**src/ubg_params.svh**
```systemverilog
// constants of the usart rate generator: register indices, reset values, divider ratios
// assumes inclusion by bare name from the package and the design modules
`ifndef UBG_PARAMS_SVH
`define UBG_PARAMS_SVH

// register indices; byte address is four times the index
`define UBG_IDX_RX_CTRL  8'h18
`define UBG_IDX_TX_CTRL  8'h98
`define UBG_IDX_DIVISOR  8'h99

// reset values
`define UBG_TX_CTRL_RST  8'h02
`define UBG_RX_CTRL_RST  8'h00
`define UBG_DIVISOR_RST  8'h00

// divider chain ratios
`define UBG_PRESCALE     5'h04
`define UBG_POST_LOW     5'h10
`define UBG_POST_HIGH    5'h04
`define UBG_POST_SYNC    5'h01

`endif

```
**src/ubg_pkg.sv**
```systemverilog
// types and helpers shared by the rate generator modules
// assumes the constants header sits in the same folder
`include "ubg_params.svh"

package ubg_pkg;

  // rate mode, one-hot
  typedef enum logic [2:0] {
    UBG_ASYNC_LOW  = 3'h1,
    UBG_ASYNC_HIGH = 3'h2,
    UBG_SYNC       = 3'h4
  } ubg_rate_mode_t;

  // transmit status and control fields, bit 7 first
  typedef struct packed {
    logic clock_source_select;
    logic transmit_nine_bit;
    logic transmit_enable_bit;
    logic sync_mode;
    logic unused3;
    logic high_speed_select;
    logic shift_register_empty;
    logic transmit_ninth_bit;
  } ubg_tx_ctrl_t;

  // receive status and control fields, bit 7 first
  typedef struct packed {
    logic port_enable;
    logic receive_nine_bit;
    logic single_receive_enable;
    logic continuous_receive_enable;
    logic address_detect_enable;
    logic framing_error_flag;
    logic overrun_error_flag;
    logic received_ninth_bit;
  } ubg_rx_ctrl_t;

  // mode from sync and high speed select; high speed ignored in sync
  function automatic ubg_rate_mode_t ubg_mode(input logic sync, input logic hs);
    if (sync) begin
      return UBG_SYNC;
    end
    return hs ? UBG_ASYNC_HIGH : UBG_ASYNC_LOW;
  endfunction

  // post divide after the base timer
  function automatic logic [4:0] ubg_post_div(input ubg_rate_mode_t m);
    unique case (m)
      UBG_ASYNC_LOW:  return `UBG_POST_LOW;
      UBG_ASYNC_HIGH: return `UBG_POST_HIGH;
      UBG_SYNC:       return `UBG_POST_SYNC;
      default:        return `UBG_POST_SYNC;
    endcase
  endfunction

  // whole tick period in oscillator cycles
  function automatic logic [15:0] ubg_period(input ubg_rate_mode_t m, input logic [7:0] div);
    logic [15:0] k;
    k = 16'({11'h000, `UBG_PRESCALE} * {11'h000, ubg_post_div(m)});
    return 16'(k * ({8'h00, div} + 16'h0001));
  endfunction

  // byte address of a register index
  function automatic logic [11:0] ubg_addr(input logic [7:0] idx);
    return {2'b00, idx, 2'b00};
  endfunction

endpackage

```
**src/ubg_rate_timer.sv**
```systemverilog
// divider chain: prescale by four, 8-bit period timer, post divide by mode
// assumes clear is held while the port is off and pulsed on any restart
`timescale 1ns/100ps
`default_nettype none
`include "ubg_params.svh"

module ubg_rate_timer import ubg_pkg::*; #(
  parameter int DIV_W = 8
) (
  input  wire logic           i_clk,
  input  wire logic           i_nrst,
  input  wire logic           i_clear,
  input  wire logic [DIV_W-1:0] i_divisor,
  input  wire ubg_rate_mode_t i_mode,
  output logic                o_tick
);

  // refuse widths the period helpers cannot serve
  if (DIV_W < 1 || DIV_W > 8) begin : g_chk
    $error("divisor width must be 1 to 8");
  end

  logic [1:0]       pre_reg, pre_next;
  logic [DIV_W-1:0] tmr_reg, tmr_next;
  logic [3:0]       post_reg, post_next;
  logic             tick_reg, tick_next;
  logic             step, base, fire;
  logic [3:0]       post_lim;

  // next state of the chain; clear wins over counting
  always_comb begin
    post_lim  = 4'(ubg_post_div(i_mode) - 5'h01);
    step      = (pre_reg == 2'(`UBG_PRESCALE - 5'h01));
    base      = step && (tmr_reg == i_divisor);
    fire      = base && (post_reg == post_lim);
    pre_next  = pre_reg + 2'h1;
    tmr_next  = step ? (base ? '0 : tmr_reg + 1'b1) : tmr_reg;
    post_next = base ? (fire ? 4'h0 : post_reg + 4'h1) : post_reg;
    tick_next = fire;
    if (i_clear) begin
      pre_next  = 2'h0;
      tmr_next  = '0;
      post_next = 4'h0;
      tick_next = 1'b0;
    end
  end

  // chain registers
  always_ff @(posedge i_clk or negedge i_nrst) begin
    if (!i_nrst) begin
      pre_reg  <= 2'h0;
      tmr_reg  <= '0;
      post_reg <= 4'h0;
      tick_reg <= 1'b0;
    end else begin
      pre_reg  <= pre_next;
      tmr_reg  <= tmr_next;
      post_reg <= post_next;
      tick_reg <= tick_next;
    end
  end

  assign o_tick = tick_reg;

endmodule
`default_nettype wire

```
**src/ubg_top.sv**
```systemverilog
// usart rate generator with its control registers behind an apb slave
// assumes a synchronous apb master on I_MCLK and status inputs from the transceiver
// How it works
// - async, high speed clear: tick rate is oscillator over 64 times divisor plus one
// - async, high speed set: tick rate is oscillator over 16 times divisor plus one
// - sync: rate is oscillator over 4 times divisor plus one; high speed ignored
// - divisor is unsigned 8 bits from its register; all values 0..255 used
// - any divisor write clears the rate timer at once
// - divisor resets to zero on every reset
// - transmit control holds its fields, resets to 0x02, bit 3 reads zero, shift register empty from transceiver
// - receive control holds its fields, resets to zero, framing error, overrun error and ninth bit from receiver
// - rate generator is a free running 8-bit timer set by the divisor
// - ticks only when the port runs as clock master or asynchronous
//
// The APB register port was left to the implementer.
`timescale 1ns/100ps
`default_nettype none
`include "ubg_params.svh"

module ubg_top import ubg_pkg::*; #(
  parameter int ADDR_W = 12
) (
  input  wire logic              I_MCLK,
  input  wire logic              I_NRST,
  input  wire logic              I_PSEL,
  input  wire logic              I_PENABLE,
  input  wire logic              I_PWRITE,
  input  wire logic [ADDR_W-1:0] I_PADDR,
  input  wire logic [31:0]       I_PWDATA,
  output logic      [31:0]       O_PRDATA,
  output logic                   O_PREADY,
  output logic                   O_PSLVERR,
  input  wire logic              I_SHIFT_REGISTER_EMPTY,
  input  wire logic              I_FRAMING_ERROR_FLAG,
  input  wire logic              I_OVERRUN_ERROR_FLAG,
  input  wire logic              I_RECEIVED_NINTH_BIT,
  output logic                   O_BIT_TICK,
  output logic      [7:0]        O_TRANSMIT_STATUS_CONTROL,
  output logic      [7:0]        O_RECEIVE_STATUS_CONTROL
);

  if (ADDR_W < 12) begin : g_chk
    $error("address width must reach the highest register");
  end

  ubg_tx_ctrl_t tx_reg, tx_next;
  ubg_rx_ctrl_t rx_reg, rx_next;
  logic [7:0]   div_reg, div_next;
  logic [31:0]  prdata_reg, prdata_next;
  logic         pready_reg, pready_next;
  logic         pslverr_reg, pslverr_next;
  logic         setup, access, wr;
  logic         hit_tx, hit_rx, hit_div;
  logic         restart, run, clear;
  logic [7:0]   wbyte;
  ubg_rate_mode_t mode;
  logic         tick;

  // address decode and phase of the apb transfer
  always_comb begin
    hit_rx  = (I_PADDR[11:0] == ubg_addr(`UBG_IDX_RX_CTRL));
    hit_tx  = (I_PADDR[11:0] == ubg_addr(`UBG_IDX_TX_CTRL));
    hit_div = (I_PADDR[11:0] == ubg_addr(`UBG_IDX_DIVISOR));
    setup   = I_PSEL && !I_PENABLE;
    access  = I_PSEL && I_PENABLE && pready_reg;
    wr      = access && I_PWRITE;
    wbyte   = I_PWDATA[7:0];
  end

  // register next values; status bits follow the transceiver each cycle
  always_comb begin
    tx_next = tx_reg;
    rx_next = rx_reg;
    div_next = div_reg;
    restart = 1'b0;
    if (wr && hit_tx) begin
      tx_next = ubg_tx_ctrl_t'(wbyte);
      restart = (wbyte[4] != tx_reg.sync_mode) || (wbyte[2] != tx_reg.high_speed_select);
    end
    if (wr && hit_rx) begin
      rx_next = ubg_rx_ctrl_t'(wbyte);
      restart = wbyte[7] != rx_reg.port_enable;
    end
    if (wr && hit_div) begin
      div_next = wbyte;
      restart  = 1'b1;
    end
    tx_next.unused3              = 1'b0;
    tx_next.shift_register_empty = I_SHIFT_REGISTER_EMPTY;
    rx_next.framing_error_flag   = I_FRAMING_ERROR_FLAG;
    rx_next.overrun_error_flag   = I_OVERRUN_ERROR_FLAG;
    rx_next.received_ninth_bit   = I_RECEIVED_NINTH_BIT;
  end

  // apb answer: ready and read data registered from the setup cycle
  always_comb begin
    pready_next  = setup;
    pslverr_next = setup && !(hit_rx || hit_tx || hit_div);
    prdata_next  = prdata_reg;
    if (setup) begin
      prdata_next = 32'h0000_0000;
      if (!I_PWRITE && hit_rx) begin
        prdata_next = {24'h00_0000, rx_reg};
      end
      if (!I_PWRITE && hit_tx) begin
        prdata_next = {24'h00_0000, tx_reg};
      end
      if (!I_PWRITE && hit_div) begin
        prdata_next = {24'h00_0000, div_reg};
      end
    end
  end

  // register file and bus answer
  always_ff @(posedge I_MCLK or negedge I_NRST) begin
    if (!I_NRST) begin
      tx_reg      <= ubg_tx_ctrl_t'(`UBG_TX_CTRL_RST);
      rx_reg      <= ubg_rx_ctrl_t'(`UBG_RX_CTRL_RST);
      div_reg     <= `UBG_DIVISOR_RST;
      prdata_reg  <= 32'h0000_0000;
      pready_reg  <= 1'b0;
      pslverr_reg <= 1'b0;
    end else begin
      tx_reg      <= tx_next;
      rx_reg      <= rx_next;
      div_reg     <= div_next;
      prdata_reg  <= prdata_next;
      pready_reg  <= pready_next;
      pslverr_reg <= pslverr_next;
    end
  end

  // rate generator runs only as master or asynchronous with the port on
  always_comb begin
    mode  = ubg_mode(tx_reg.sync_mode, tx_reg.high_speed_select);
    run   = rx_reg.port_enable && (!tx_reg.sync_mode || tx_reg.clock_source_select);
    clear = restart || !run;
  end

  ubg_rate_timer #(
    .DIV_W (8)
  ) u_timer (
    .i_clk     (I_MCLK),
    .i_nrst    (I_NRST),
    .i_clear   (clear),
    .i_divisor (div_reg),
    .i_mode    (mode),
    .o_tick    (tick)
  );

  assign O_PRDATA                  = prdata_reg;
  assign O_PREADY                  = pready_reg;
  assign O_PSLVERR                 = pslverr_reg;
  assign O_BIT_TICK                = tick;
  assign O_TRANSMIT_STATUS_CONTROL = tx_reg;
  assign O_RECEIVE_STATUS_CONTROL  = rx_reg;

  // helper: cycles since the last tick or clear, for the period checks
  logic [15:0] gap_reg, gap_next;
  logic        fresh_reg, fresh_next;
  logic        div_seen_reg, div_seen_next;
  logic [15:0] want;
  always_comb begin
    gap_next      = clear || tick ? 16'h0000 : gap_reg + 16'h0001;
    fresh_next    = clear ? 1'b1 : (tick ? 1'b0 : fresh_reg);
    div_seen_next = div_seen_reg || (wr && hit_div);
    want          = ubg_period(mode, div_reg) - (fresh_reg ? 16'h0000 : 16'h0001);
  end
  always_ff @(posedge I_MCLK or negedge I_NRST) begin
    if (!I_NRST) begin
      gap_reg      <= 16'h0000;
      fresh_reg    <= 1'b1;
      div_seen_reg <= 1'b0;
    end else begin
      gap_reg      <= gap_next;
      fresh_reg    <= fresh_next;
      div_seen_reg <= div_seen_next;
    end
  end
endmodule
`default_nettype wire

```
**config.mk**
```make
export PLATFORM = sky130hd
export DESIGN_NAME = ubg_top
export DESIGN_NICKNAME = d
export VERILOG_FILES = /design/src/ubg_pkg.sv /design/src/ubg_rate_timer.sv /design/src/ubg_top.sv
export VERILOG_INCLUDE_DIRS = /design/src
export SDC_FILE = /design/constraint.sdc
export NUM_CORES = 1
export LEC_CHECK = 0
export BUFFER_PORTS_ARGS = -buffer_cell sky130_fd_sc_hd__buf_2
export CORE_ASPECT_RATIO = 1.25
export CORE_UTILIZATION = 45
export DETAILED_ROUTE_END_ITERATION = 7
export GPL_TIMING_DRIVEN = 0
export HOLD_SLACK_MARGIN = 0.15
export PLACE_DENSITY = 0.82
export SYNTH_ARGS = -nofsm -noshare
export SYNTH_HDL_FRONTEND = slang
export SYNTH_SLANG_ARGS = --single-unit
```
**constraint.sdc**
```tcl
create_clock -name I_MCLK -period 2.4 [get_ports I_MCLK]
set_clock_uncertainty 0.1 [all_clocks]
set_input_delay 0.36 -clock I_MCLK [delete_from_list [all_inputs] [get_ports I_MCLK]]
set_output_delay 0.36 -clock I_MCLK [all_outputs]
set_load 0.005 [all_outputs]
```
==> metrics.json, run 1 <==
{
  "status": "completed",
  "peakVddDrop_uv": 473,
  "avgViaCountPerCell": 5.15,
  "antenna_found_initial": 0,
  "timing.slew.headroom_pct": 31.0,
  "crit_start": "I_PADDR[8]",
  "crit_family": "simple AND/OR/NAND/NOR gates",
  "maxClockFrequency_mhz": 469,
  "num_rows": 30,
  "crit_end": "O_PRDATA[0]",
  "total_switching_power_mw": 0.331,
  "power_density_mw_per_mm2": 473,
  "clk_pin_slew_ns": 0.09,
  "syn_area_per_cell_um2": 9.84,
  "critical_r2r_capture": "u_timer.tmr_reg[0]",
  "netSwitchingFraction_pct": 21.9,
  "clock_tree_from_tritoncts": "built",
  "h_tree_depth": 2,
  "power.total_mw": 1.52,
  "num_clock_sinks": 48,
  "floorplan.io_pins": 104,
  "synth_edf_count": 0,
  "power.share.clock_pct": 37.7,
  "global_route.usage.total_pct": 20.1,
  "critical-path-slowest-cell": "sky130_fd_sc_hd__nor3_2",
  "max-clock-path-buffers": 2,
  "design.die.area_mm2": 0.00612,
  "final-setup-viol-count": 0,
  "gp_routability_congestion": 0.797,
  "post_route_cells_drive_above_1_share_pct": 32.6,
  "firstDrtPassIters": 4,
  "required_ns": 2.51,
  "synth_top_family_by_area": "simple AND/OR/NAND/NOR gates",
  "synth.ff_latch_count": 48,
  "detail_route.drc_violations": 0,
  "synth_compound_area_share_pct": 11.5,
  "synth.distinct_cells": 44,
  "crit_buf_inv": 1,
  "area_growth_from_synthesis_to_final_layout_pct": 22.5,
  "post_cts_buffers": 0,
  "timing_worst_slew_pin_value_ns": 1.03,
  "post_placement_cell_area_mm2": 0.00306,
  "grt_first_pass_wirelength_mm": 9.46,
  "hp-class": "input pin to async pin",
  "post_synth_inst_count": 266,
  "finalSetupTns_ns": 0,
  "final_cell_mix": "sky130_fd_sc_hd__buf_2 (56), sky130_fd_sc_hd__dfrtp_1 (47), sky130_fd_sc_hd__nand2_1 (36), sky130_fd_sc_hd__buf_4 (25), sky130_fd_sc_hd__conb_1 (25)",
  "post-dp-hpwl_mm": 4.31,
  "n_antenna_cell": 0,
  "ys.flop_type": "sky130_fd_sc_hd__dfrtp_1",
  "crit_top_cell": "sky130_fd_sc_hd__or3_1",
  "layout_setup_ws_ns": 0.270,
  "routed_wire_length_per_instance_um": 13.7,
  "crit-reg2reg-launch": "u_timer.tmr_reg[4]",
  "total_leakage_power_nw": 1.62,
  "antenna_violating_nets_post_route": 0,
  "die_height_um": 87.3,
  "vias": 2162,
  "gr-total-overflow": 0,
  "final_area_mm2": 0.00320,
  "sequential_cell_area_mm2": 0.00120,
  "final_period_minus_worst_setup_slack_ns": 2.13,
  "timing_hold_violations_final": 0,
  "ys_async_sr_fraction_pct": 100,
  "timing.setup.critical_path_class": "input pin to flop",
  "floorplan.initialDensity_pct": 47.4,
  "fillerInstances": 491,
  "layout_commonest_cell": "sky130_fd_sc_hd__buf_2",
  "multiInputGateArea_mm2": 0.00125,
  "reg2regPathDepth": 7,
  "synth-xor-area-share_pct": 3.35,
  "post_synth_fa_ha_maj_area_fraction_pct": 1.43,
  "synth-warning-count": 0,
  "worst-endpoint-arrival_ns": 2.24,
  "max_capacitance_violation_total": 0,
  "portBuffers": 54,
  "grt_max_degree": 49,
  "dpl_worst_slack_ns": -0.0130,
  "path_max_fanout": 8,
  "drt-initial-drc-count": 85,
  "synth_seq_area_share_pct": 46.0,
  "critPathMaxStageDelay_ns": 0.52,
  "timing.critical_path.cells": "buf_2 > or3_1 > or3_1 > nor3_2 > a21oi_1 > o31ai_2",
  "die_width_um": 70.2,
  "worst_skew_pair.late_latency_ns": 0.31,
  "r2r_setup_slack_ns": 0.36,
  "layout_worst_path_cycle_share_pct": 88.7,
  "core_region_area_mm2": 0.00552,
  "report.final.slew_viol_count": 0,
  "cts_made_buffers": 5,
  "critical_path.startpoint_type": "input pin",
  "fin_nets": 411,
  "rsz0062_at_grt": "false",
  "worst-path-stages": 6,
  "clk_root_buf": "sky130_fd_sc_hd__clkbuf_8",
  "share_seq_of_total_power_pct": 54.0,
  "share_comb_of_total_power_pct": 8.3,
  "internal-power_mw": 1.18,
  "overall_routed_net_length_mm": 5.77,
  "fraction_of_the_mapped_netlist_area_in_simple_logic_gates_pct": 21.9,
  "worst_setup_path_end_kind": "flop",
  "synth_area_mm2": 0.00262,
  "grt_pass1_vias": 2005,
  "yosys-mux-area-fraction_pct": 5.98
}
## how the worst min path moves through the flow
| stage | from | end | slack, ns | depth (start not counted) |
|---|---|---|---|---|
| after detailed placement | u_timer.pre_reg[0] | u_timer.pre_reg[0] | 0.33 | 1 |
| after global routing | I_PWDATA[0] | O_TRANSMIT_STATUS_CONTROL[0] | 0.18 | 3 |
| after floorplan | I_NRST | O_PRDATA[0] | -0.04 | 0 |
| after CTS | I_NRST | u_timer.post_reg[0] | 0.17 | 1 |
| final | I_NRST | u_timer.o_tick | 0.13 | 1 |
| after global placement | u_timer.pre_reg[0] | u_timer.pre_reg[0] | 0.32 | 1 |
## cell type report
| type | instances | share of cell area, % |
|---|---|---|
| timing repair buffer | 58 | 9.68 |
| tap | 64 | 2.50 |
| inverter | 5 | 0.586 |
| clock buffer | 6 | 2.26 |
| sequential | 48 | 37.5 |
| clock inverter | 2 | 1.09 |
| multi-input combinational | 202 | 39.0 |
| buffer | 35 | 7.34 |
## through the flow
step / hold slack [ns] / util, % / std cells
3_3_place_gp: 0.321 / 55.4 / 408
5_1_grt: 0.180 / 58.1 / 420
2_1_floorplan: -0.0356 / - / 290
3_5_place_dp: 0.335 / 55.4 / 408
4_1_cts: 0.168 / 58.1 / 420
6_report: 0.132 / 58.1 / 420
## power groups by stage
stage | Clock [mW] | Sequential [mW] | Combinational [mW]
finish | 0.571 | 0.819 | 0.125
floorplan | 0 | 0.836 | 0.0577
global route | 0.610 | 0.821 | 0.139
CTS | 0.582 | 0.820 | 0.125
detailed placement | 0 | 0.836 | 0.119
global placement | 0 | 0.835 | 0.118
## cell families (layout without fill, tap and decap cells)
kind of cell | Yosys count | after routing
XOR/XNOR | 10 | 10
AND/OR/NAND/NOR | 106 | 106
multiplexers | 14 | 14
other | 1 | 25
adder cells (fa/ha/maj) | 3 | 3
AO/OA/AOI/OAI | 44 | 44
flip-flops | 48 | 48
buffers and inverters | 40 | 106
## repair_timing
| item | in CTS | in global routing |
|---|---|---|
| endpoints found under the hold margin | 4 | 0 |
| gates resized for setup | 0 | 0 |
| hold buffers | 4 | 0 |
## cell usage after synthesis (all sizes together) (5+ instances only)
master | n | share of area [%]
o31ai | 8 | 2.7
nor3 | 7 | 2.0
or3 | 7 | 1.9
dfrtp | 47 | 45
inv | 5 | 0.72
nand3 | 12 | 2.3
nor2 | 20 | 3.0
clkbuf | 6 | 0.86
o21a | 7 | 2.0
mux2 | 13 | 5.6
a21oi | 18 | 3.4
a31oi | 7 | 1.7
xnor2 | 10 | 3.3
buf | 29 | 8.1
nand2 | 36 | 5.2
## metal layers
layer / global-route usage, % / part of all wire (%) / vias to the layer above
li1: - / - / 1058
met1: 23.6 / 40 / 1023
met2: 36.2 / 53 / 72
met3: 4.05 / 5.1 / 9
met4: 7.45 / 1.5 / 0
met5: 0 / 0 / -
(Power assumes the default switching activity.)
==> run 2: changes to the inputs <==
--- a/config.mk
+++ b/config.mk
@@ -6,13 +6,14 @@
 export SDC_FILE = /design/constraint.sdc
 export NUM_CORES = 1
 export LEC_CHECK = 0
-export BUFFER_PORTS_ARGS = -buffer_cell sky130_fd_sc_hd__buf_2
 export CORE_ASPECT_RATIO = 1.25
 export CORE_UTILIZATION = 45
 export DETAILED_ROUTE_END_ITERATION = 7
+export DONT_BUFFER_PORTS = 1
 export GPL_TIMING_DRIVEN = 0
 export HOLD_SLACK_MARGIN = 0.15
-export PLACE_DENSITY = 0.82
+export PLACE_DENSITY = 0.67
 export SYNTH_ARGS = -nofsm -noshare
 export SYNTH_HDL_FRONTEND = slang
+export SYNTH_HIERARCHICAL = 1
 export SYNTH_SLANG_ARGS = --single-unit
==> metrics.json, run 2 <==
{
  "status": "completed",
  "total_leakage_power": {"value": 1.49, "unit": "nW", "change": "-7.8%"},
  "post_synth_fa_ha_maj_area_fraction": {"value": 1.48, "unit": "%", "change": "+0.050 points"},
  "share_seq_of_total_power": {"value": 58.0, "unit": "%", "change": "+4.0 points"},
  "post-synth-top-area-cell": "sky130_fd_sc_hd__dfrtp_1",
  "hold_ws": {"value": 0.341, "unit": "ns", "change": "+0.210 ns"},
  "fraction_of_the_mapped_netlist_area_in_simple_logic_gates": {"value": 17.1, "unit": "%", "change": "-4.8 points"},
  "firstDrtPassIters": {"value": 4, "change": "unchanged"},
  "power.share.clock": {"value": 34.4, "unit": "%", "change": "-3.3 points"},
  "area_growth_from_synthesis_to_final_layout_pct": 19.8,
  "synth_edf_count": {"value": 0, "change": "unchanged"},
  "grt_first_pass_wirelength": {"value": 8.05, "unit": "mm", "change": "-15%"},
  "core_region_area": {"value": 0.00541, "unit": "mm²", "change": "-2.0%"},
  "groute.layer.met1.usage": {"value": 20.4, "unit": "%", "change": "-3.2 points"},
  "required": {"value": 2.47, "unit": "ns", "change": "-0.04 ns"},
  "detail_route.drc_violations": {"value": 0, "change": "unchanged"},
  "floorplan.io_pins": {"value": 104, "change": "unchanged"},
  "design.die.area": {"value": 0.00592, "unit": "mm²", "change": "-3.3%"},
  "critical_path.startpoint_type": "input pin",
  "power.total": {"value": 1.41, "unit": "mW", "change": "-6.9%"},
  "synth.most_common_cell": "sky130_fd_sc_hd__dfrtp_1",
  "num_clock_sinks": {"value": 48, "change": "unchanged"},
  "ys.flop_type": "sky130_fd_sc_hd__dfrtp_1",
  "timing_hold_violations_final": {"value": 0, "change": "unchanged"},
  "rsz0062_at_grt": "false",
  "synth_area_leaders": "sky130_fd_sc_hd__dfrtp_1 (47%), sky130_fd_sc_hd__mux2_2 (8.5%), sky130_fd_sc_hd__buf_4 (7.7%)",
  "clk_root_buf": "sky130_fd_sc_hd__clkbuf_8",
  "post_route_cells_drive_above_1_share": {"value": 24.5, "unit": "%", "change": "-8.1 points"},
  "worst-endpoint-arrival": {"value": 2.33, "unit": "ns", "change": "+0.09 ns"},
  "final-setup-viol-count": {"value": 0, "change": "unchanged"},
  "antenna_found_initial": {"value": 0, "change": "unchanged"},
  "n_antenna_cell": {"value": 0, "change": "unchanged"},
  "avgViaCountPerCell": {"value": 5.08, "change": "-1.3%"},
  "grt_pass1_vias": {"value": 1691, "change": "-16%"},
  "clock_tree_from_tritoncts": "built",
  "share_comb_of_total_power": {"value": 7.6, "unit": "%", "change": "-0.7 points"},
  "placed_cells_incl_taps": {"value": 317, "change": "-22%"},
  "layout_commonest_cell": "sky130_fd_sc_hd__dfrtp_1",
  "num_rows": {"value": 30, "change": "unchanged"},
  "synth_seq_area_share": {"value": 47.6, "unit": "%", "change": "+1.6 points"},
  "routed_wire_length_per_instance": {"value": 14.3, "unit": "µm", "change": "+4.3%"},
  "synth-warning-count": {"value": 6, "change": "+6"},
  "h_tree_depth": {"value": 2, "change": "unchanged"},
  "worst_skew_pair.late_latency": {"value": 0.29, "unit": "ns", "change": "-0.02 ns"},
  "floorplan.initialDensity": {"value": 46.8, "unit": "%", "change": "-0.63 points"},
  "final_cell_mix": "sky130_fd_sc_hd__dfrtp_1 (47), sky130_fd_sc_hd__buf_4 (33), sky130_fd_sc_hd__conb_1 (25), sky130_fd_sc_hd__mux2_2 (19), sky130_fd_sc_hd__nand2_1 (15)",
  "global_route.usage.total": {"value": 17.4, "unit": "%", "change": "-2.7 points"},
  "hp-class": "flop to flop",
  "die_width": {"value": 69.0, "unit": "µm", "change": "-1.6%"},
  "most_congested_layer_reported_by_global_routing": "met2",
  "synth_compound_area_share": {"value": 6.93, "unit": "%", "change": "-4.6 points"},
  "gr-total-overflow": {"value": 0, "change": "unchanged"},
  "critPathMaxStageDelay": {"value": 0.56, "unit": "ns", "change": "+0.04 ns"},
  "portBuffers": {"value": 0, "change": "-100%"},
  "total_switching_power": {"value": 0.304, "unit": "mW", "change": "-8.3%"},
  "peakVddDrop": {"value": 284, "unit": "µV", "change": "-40%"},
  "timing.critical_path.cells": "or4_1 > nor4_4 > a211oi_1 > o21ai_1 > buf_4 > o2111ai_2 > nor2_2 > and3_1 > xnor2_1 > nor3_1",
  "gp_routability_congestion": {"value": 0.754, "change": "-5.4%"},
  "worst_setup_path_end_kind": "flop",
  "fin_nets": {"value": 337, "change": "-18%"},
  "met2_usage": {"value": 30.5, "unit": "%", "change": "-5.7 points"},
  "yosys-mux-area-fraction": {"value": 11.6, "unit": "%", "change": "+5.6 points"},
  "synth.ff_latch_count": {"value": 48, "change": "unchanged"},
  "gr_met3_demand_resource": {"value": 4.00, "unit": "%", "change": "-0.056 points"},
  "synth-xor-area-share": {"value": 6.23, "unit": "%", "change": "+2.9 points"},
  "cts_made_buffers": {"value": 5, "change": "unchanged"},
  "synth_top_cells_by_count": "sky130_fd_sc_hd__dfrtp_1 (47), sky130_fd_sc_hd__buf_4 (26), sky130_fd_sc_hd__mux2_2 (19)",
  "overall_routed_net_length": {"value": 4.95, "unit": "mm", "change": "-14%"},
  "critical-path-slowest-cell": "sky130_fd_sc_hd__or4_1",
  "layout_setup_ws": {"value": 0.139, "unit": "ns", "change": "-0.131 ns"},
  "path_max_fanout": {"value": 5, "change": "-3"},
  "post-dp-hpwl": {"value": 3.44, "unit": "mm", "change": "-20%"},
  "internal-power": {"value": 1.11, "unit": "mW", "change": "-6.6%"},
  "vias": {"value": 1758, "change": "-19%"},
  "ys_async_sr_fraction": {"value": 100, "unit": "%", "change": "unchanged"},
  "maxClockFrequency": {"value": 442, "unit": "MHz", "change": "-5.8%"},
  "die_height": {"value": 85.8, "unit": "µm", "change": "-1.7%"},
  "grt_max_degree": {"value": 49, "change": "unchanged"},
  "max_capacitance_violation_total": {"value": 0, "change": "unchanged"},
  "synth.distinct_cells": {"value": 42, "change": "-4.5%"},
  "power_density": {"value": 465, "unit": "mW/mm²", "change": "-1.6%"},
  "synth_area": {"value": 0.00253, "unit": "mm²", "change": "-3.3%"},
  "final_period_minus_worst_setup_slack": {"value": 2.26, "unit": "ns", "change": "+0.131 ns"},
  "timing.setup.critical_path_class": "input pin to flop",
  "max-clock-path-buffers": {"value": 2, "change": "unchanged"},
  "drt-initial-drc-count": {"value": 68, "change": "-20%"},
  "dpl_worst_slack": {"value": -0.516, "unit": "ns", "change": "-0.503 ns"},
  "layout_worst_path_cycle_share": {"value": 94.2, "unit": "%", "change": "+5.5 points"},
  "netSwitchingFraction": {"value": 21.5, "unit": "%", "change": "-0.32 points"},
  "synth_largest_type_area_fraction": {"value": 46.5, "unit": "%", "change": "+1.6 points"},
  "clk_pin_slew": {"value": 0.08, "unit": "ns", "change": "about the same"},
  "post_synth_inst_count": {"value": 229, "change": "-14%"},
  "final_cells": {"value": 346, "change": "-18%"},
  "report.final.slew_viol_count": {"value": 0, "change": "unchanged"},
  "synth_top_family_by_area": "simple AND/OR/NAND/NOR gates",
  "antenna_violating_nets_post_route": {"value": 0, "change": "unchanged"},
  "syn_area_per_cell": {"value": 11.0, "unit": "µm²", "change": "+12%"}
}
-- run 2: cell count changes after synthesis, sizes merged, moves of 7 or more --
cell,delta
a21o,+8
nand2,-21
o21ai,+10
a21oi,-14
nand3,-8
nor2,-9
mux2i,+7
o31ai,-8
-- run 2: metrics by stage --
step / TNS [ns] / area, µm² / utilization [%]
2_1_floorplan: -0.177 / 2630 / -
3_3_place_gp: -4.41 / 2710 / 50.2
3_5_place_dp: -4.17 / 2710 / 50.2
4_1_cts: 0 / 3000 / 55.4
5_1_grt: 0 / 3030 / 56.1
6_report: 0 / 3030 / 56.1
-- run 2: timing repair --
item,CTS,global route
gates resized for setup,1,4
endpoints found under the hold margin,72,0
pin swaps,3,1
gates cloned,0,0
hold buffers,15,0
endpoints found under the setup margin,12,1
setup buffers,3,3
-- run 2: cell families (layout without fill, tap and decap cells) --
kind of cell,after synthesis,after routing
compound gates,28,28
xor+xnor,18,18
fa+ha+maj,3,3
buf+inv,34,63
flops,48,48
mux,27,27
other cells,1,25
simple gates,70,70
-- run 2: final cells by class --
class	instances	area, µm²
Fill cell	463	2370
Multi-Input combinational cell	171	1210
Sequential cell	48	1200
Buffer	31	219
Timing Repair Buffer	21	213
Clock buffer	8	90.1
Tap cell	64	80.1
Inverter	3	11.3
-- run 2: path summary, 6_finish.rpt --
check | startpoint | slack (ns) | depth (start not counted) | to
min in group asynchronous | I_NRST | 0.46 | 2 | O_TRANSMIT_STATUS_CONTROL[5]
worst max-delay path | I_PADDR[9] | 0.14 | 10 | u_timer/tmr_reg[7]
worst min-delay path | u_timer/pre_reg[0] | 0.34 | 1 | u_timer/pre_reg[0]
worst max register to register | O_PREADY | 0.21 | 11 | u_timer/tmr_reg[7]
worst min register to register | u_timer/pre_reg[0] | 0.34 | 1 | u_timer/pre_reg[0]
max in group asynchronous | I_NRST | 1.46 | 2 | O_TRANSMIT_STATUS_CONTROL[1]
-- run 2: metal layers --
| layer | wire [µm] | vias up |
|---|---|---|
| li1 | - | 859 |
| met1 | 2000 | 836 |
| met2 | 2590 | 55 |
| met3 | 265 | 8 |
| met4 | 99 | 0 |
| met5 | 0 | - |
-- run 2: critical path: cells and delay by family --
family | cells | cell delay, ns
AOI/OAI and AO/OA | 3 | 0.35
buffers and inverters | 1 | 0.16
xor gates and xnor gates | 1 | 0.12
and+or+nand+nor | 5 | 1.34
-- run 2: power groups by stage --
stage / combinational, mW / sequential [mW] / clock, mW
floorplan: 0.0586 / 0.833 / 0
global placement: 0.0626 / 0.834 / 0
detailed placement: 0.0629 / 0.834 / 0
CTS: 0.106 / 0.818 / 0.501
global route: 0.118 / 0.818 / 0.536
finish: 0.107 / 0.818 / 0.486
==> run 3: changes to the inputs <==
--- a/config.mk
+++ b/config.mk
@@ -7,6 +7,7 @@
 export NUM_CORES = 1
 export LEC_CHECK = 0
 export CORE_ASPECT_RATIO = 1.25
+export CORE_MARGIN = 5
 export CORE_UTILIZATION = 45
 export DETAILED_ROUTE_END_ITERATION = 7
 export DONT_BUFFER_PORTS = 1
==> metrics.json, run 3 (same netlist as run 2, synthesis figures left out) <==
{
  "status": "completed",
  "post_route_cells_drive_above_1_share": {"value": 24.6, "unit": "%", "change": "+0.17 points"},
  "global_route.usage.total": {"value": 16.0, "unit": "%", "change": "-1.4 points"},
  "h_tree_depth": {"value": 2, "change": "unchanged"},
  "num_clock_sinks": {"value": 48, "change": "unchanged"},
  "start_point_of_the_worst_hold_path": "I_PADDR[2]",
  "clk_pin_slew": {"value": 0.10, "unit": "ns", "change": "+0.02 ns"},
  "groute.layer.met1.usage": {"value": 18.4, "unit": "%", "change": "-2.1 points"},
  "grt_first_pass_wirelength": {"value": 9.23, "unit": "mm", "change": "+15%"},
  "num_rows": {"value": 30, "change": "unchanged"},
  "fin_nets": {"value": 335, "change": "-0.59%"},
  "design.die.area": {"value": 0.00723, "unit": "mm²", "change": "+22%"},
  "capture_endpoint_of_the_worst_hold_path": "O_TRANSMIT_STATUS_CONTROL[7]",
  "clock_tree_from_tritoncts": "built",
  "met2_usage": {"value": 27.2, "unit": "%", "change": "-3.3 points"},
  "hold_ws": {"value": 0.332, "unit": "ns", "change": "-0.00953 ns"},
  "reg2regPathDepth": {"value": 11, "change": "unchanged"},
  "final-setup-viol-count": {"value": 0, "change": "unchanged"},
  "required": {"value": 2.49, "unit": "ns", "change": "+0.02 ns"},
  "portBuffers": {"value": 0, "change": "unchanged"},
  "gr_met3_demand_resource": {"value": 5.57, "unit": "%", "change": "+1.6 points"},
  "drt-initial-drc-count": {"value": 61, "change": "-10%"},
  "final_cell_mix": "sky130_fd_sc_hd__dfrtp_1 (47), sky130_fd_sc_hd__buf_4 (31), sky130_fd_sc_hd__conb_1 (25), sky130_fd_sc_hd__mux2_2 (19), sky130_fd_sc_hd__nand2_1 (15)",
  "crit_family": "simple AND/OR/NAND/NOR gates",
  "final_core_utilization": {"value": 55.9, "unit": "%", "change": "-0.18 points"},
  "clk_root_buf": "sky130_fd_sc_hd__clkbuf_8",
  "worst-endpoint-arrival": {"value": 2.44, "unit": "ns", "change": "+0.11 ns"},
  "max_capacitance_violation_total": {"value": 0, "change": "unchanged"},
  "cts_made_buffers": {"value": 5, "change": "unchanged"},
  "timing_worst_slew_pin_value_ns": 0.789,
  "gp_routability_congestion": {"value": 0.758, "change": "+0.57%"},
  "finalSetupTns": {"value": 0, "unit": "ns", "change": "unchanged"},
  "path_max_fanout": {"value": 8, "change": "+3"},
  "overall_routed_net_length": {"value": 5.46, "unit": "mm", "change": "+10%"},
  "vias": {"value": 1784, "change": "+1.5%"},
  "final_period_minus_worst_setup_slack": {"value": 2.35, "unit": "ns", "change": "+0.0922 ns"},
  "post-dp-hpwl": {"value": 3.85, "unit": "mm", "change": "+12%"},
  "timing_hold_violations_final": {"value": 0, "change": "unchanged"},
  "worst_skew_pair.late_latency": {"value": 0.31, "unit": "ns", "change": "+0.02 ns"},
  "die_height": {"value": 93.8, "unit": "µm", "change": "+9.3%"},
  "report.final.slew_viol_count": {"value": 0, "change": "unchanged"},
  "area_growth_from_synthesis_to_final_layout_pct": 20.3,
  "grt_pass1_vias": {"value": 1821, "change": "+7.7%"},
  "routed_wire_length_per_instance": {"value": 15.9, "unit": "µm", "change": "+11%"},
  "worst_setup_path_end_kind": "flop",
  "antenna_found_initial": {"value": 0, "change": "unchanged"},
  "floorplan.initialDensity": {"value": 46.5, "unit": "%", "change": "-0.32 points"},
  "core_region_area": {"value": 0.00544, "unit": "mm²", "change": "+0.69%"},
  "timing.critical_path.cells": "nor4_1 > and3_1 > nand3_4 > o21ai_1 > buf_4 > o2111ai_2 > nor2_2 > and3_1 > xnor2_1 > nor3_1",
  "grt_max_degree": {"value": 49, "change": "unchanged"},
  "max-clock-path-buffers": {"value": 2, "change": "unchanged"},
  "critical-path-slowest-cell": "sky130_fd_sc_hd__nor4_1",
  "floorplan.io_pins": {"value": 104, "change": "unchanged"},
  "layout_commonest_cell": "sky130_fd_sc_hd__dfrtp_1",
  "hp-class": "input pin to flop",
  "critPathMaxStageDelay": {"value": 0.46, "unit": "ns", "change": "-0.10 ns"},
  "layout_worst_path_cycle_share": {"value": 98.0, "unit": "%", "change": "+3.8 points"},
  "avgViaCountPerCell": {"value": 5.19, "change": "+2.1%"},
  "crit-reg2reg-launch": "O_PREADY",
  "power.total": {"value": 1.54, "unit": "mW", "change": "+9.0%"},
  "critical_path.startpoint_type": "input pin",
  "timing.slew.headroom_pct": 47.4,
  "crit_buf_inv": {"value": 1, "change": "unchanged"},
  "crit_top_cell": "sky130_fd_sc_hd__and3_1",
  "peakVddDrop": {"value": 245, "unit": "µV", "change": "-14%"},
  "r2r_setup_slack": {"value": 0.18, "unit": "ns", "change": "-0.03 ns"},
  "power_density": {"value": 505, "unit": "mW/mm²", "change": "+8.6%"},
  "firstDrtPassIters": {"value": 4, "change": "unchanged"},
  "critical_r2r_capture": "u_timer/tmr_reg[7]",
  "most_congested_layer_reported_by_global_routing": "met2",
  "antenna_violating_nets_post_route": {"value": 0, "change": "unchanged"},
  "timing.setup.critical_path_class": "input pin to flop",
  "die_width": {"value": 77.0, "unit": "µm", "change": "+12%"},
  "maxClockFrequency": {"value": 425, "unit": "MHz", "change": "-3.9%"},
  "total_leakage_power": {"value": 1.49, "unit": "nW", "change": "-0.16%"},
  "detail_route.drc_violations": {"value": 0, "change": "unchanged"},
  "hold-path-cell-count": {"value": 3, "change": "+2"},
  "n_antenna_cell": {"value": 0, "change": "unchanged"},
  "gr-total-overflow": {"value": 0, "change": "unchanged"}
}
==> run 3: timing repair <==
action,CTS,global route
pin swaps,3,3
gates resized for setup,3,1
setup buffers,2,2
setup endpoints to repair,5,2
hold buffers,15,0
endpoints found under the hold margin,72,0
==> run 3: per-layer routing <==
layer  vias up  share of wire (%)
met5         -                  0
met1       867                 38
met3        10                6.9
met4         0                2.3
li1        858                  -
met2        49                 52
==> run 3: cell type report <==
class                           count  area (µm²)
Sequential cell                    48        1200
Fill cell                         486        2400
Buffer                             31         218
Inverter                            3        11.3
Timing Repair Buffer               19         198
Clock buffer                        5        68.8
Multi-Input combinational cell    171        1220
Clock inverter                      3        46.3
Tap cell                           64        80.1
==> run 3: how the worst max path moves through the flow <==
stage                start                 end  slack (ns)  depth (start not counted)
5_1_grt           O_PREADY  u_timer/tmr_reg[7]      -0.003                         11
3_3_place_gp    I_PADDR[9]  u_timer/tmr_reg[7]       -0.51                         10
6_report        I_PADDR[1]  u_timer/tmr_reg[7]        0.05                         10
2_1_floorplan  I_PADDR[10]  u_timer/tmr_reg[7]       -0.16                         10
3_5_place_dp    I_PADDR[9]  u_timer/tmr_reg[7]       -0.53                         10
4_1_cts           O_PREADY  u_timer/tmr_reg[7]       0.003                         10
==> run 3: metrics by stage <==
stage	worst slack, ns	instances	cell area (µm²)
3_5_place_dp	-0.529	317	2710
5_1_grt	-0.00325	344	3040
6_report	0.0470	344	3040
3_3_place_gp	-0.512	317	2710
4_1_cts	0.00251	342	3020
2_1_floorplan	-0.160	253	2630
==> run 3: worst reg2reg max path: stages, from the launching register on <==
cell and delay (ns):
sky130_fd_sc_hd__dfrtp_1 0.38, sky130_fd_sc_hd__nand4_1 0.09, sky130_fd_sc_hd__buf_4 0.17, sky130_fd_sc_hd__nor4_4 0.34, sky130_fd_sc_hd__a211oi_1 0.09, sky130_fd_sc_hd__o21ai_1 0.09, sky130_fd_sc_hd__buf_4 0.19, sky130_fd_sc_hd__o2111ai_2 0.15
sky130_fd_sc_hd__nor2_2 0.16, sky130_fd_sc_hd__and3_1 0.18, sky130_fd_sc_hd__xnor2_1 0.12, sky130_fd_sc_hd__nor3_1 0.06
==> run 3: where the power goes <==
group	internal, mW	switching [mW]
Sequential	0.814	0.00372
Clock	0.314	0.296
Combinational	0.0573	0.0515
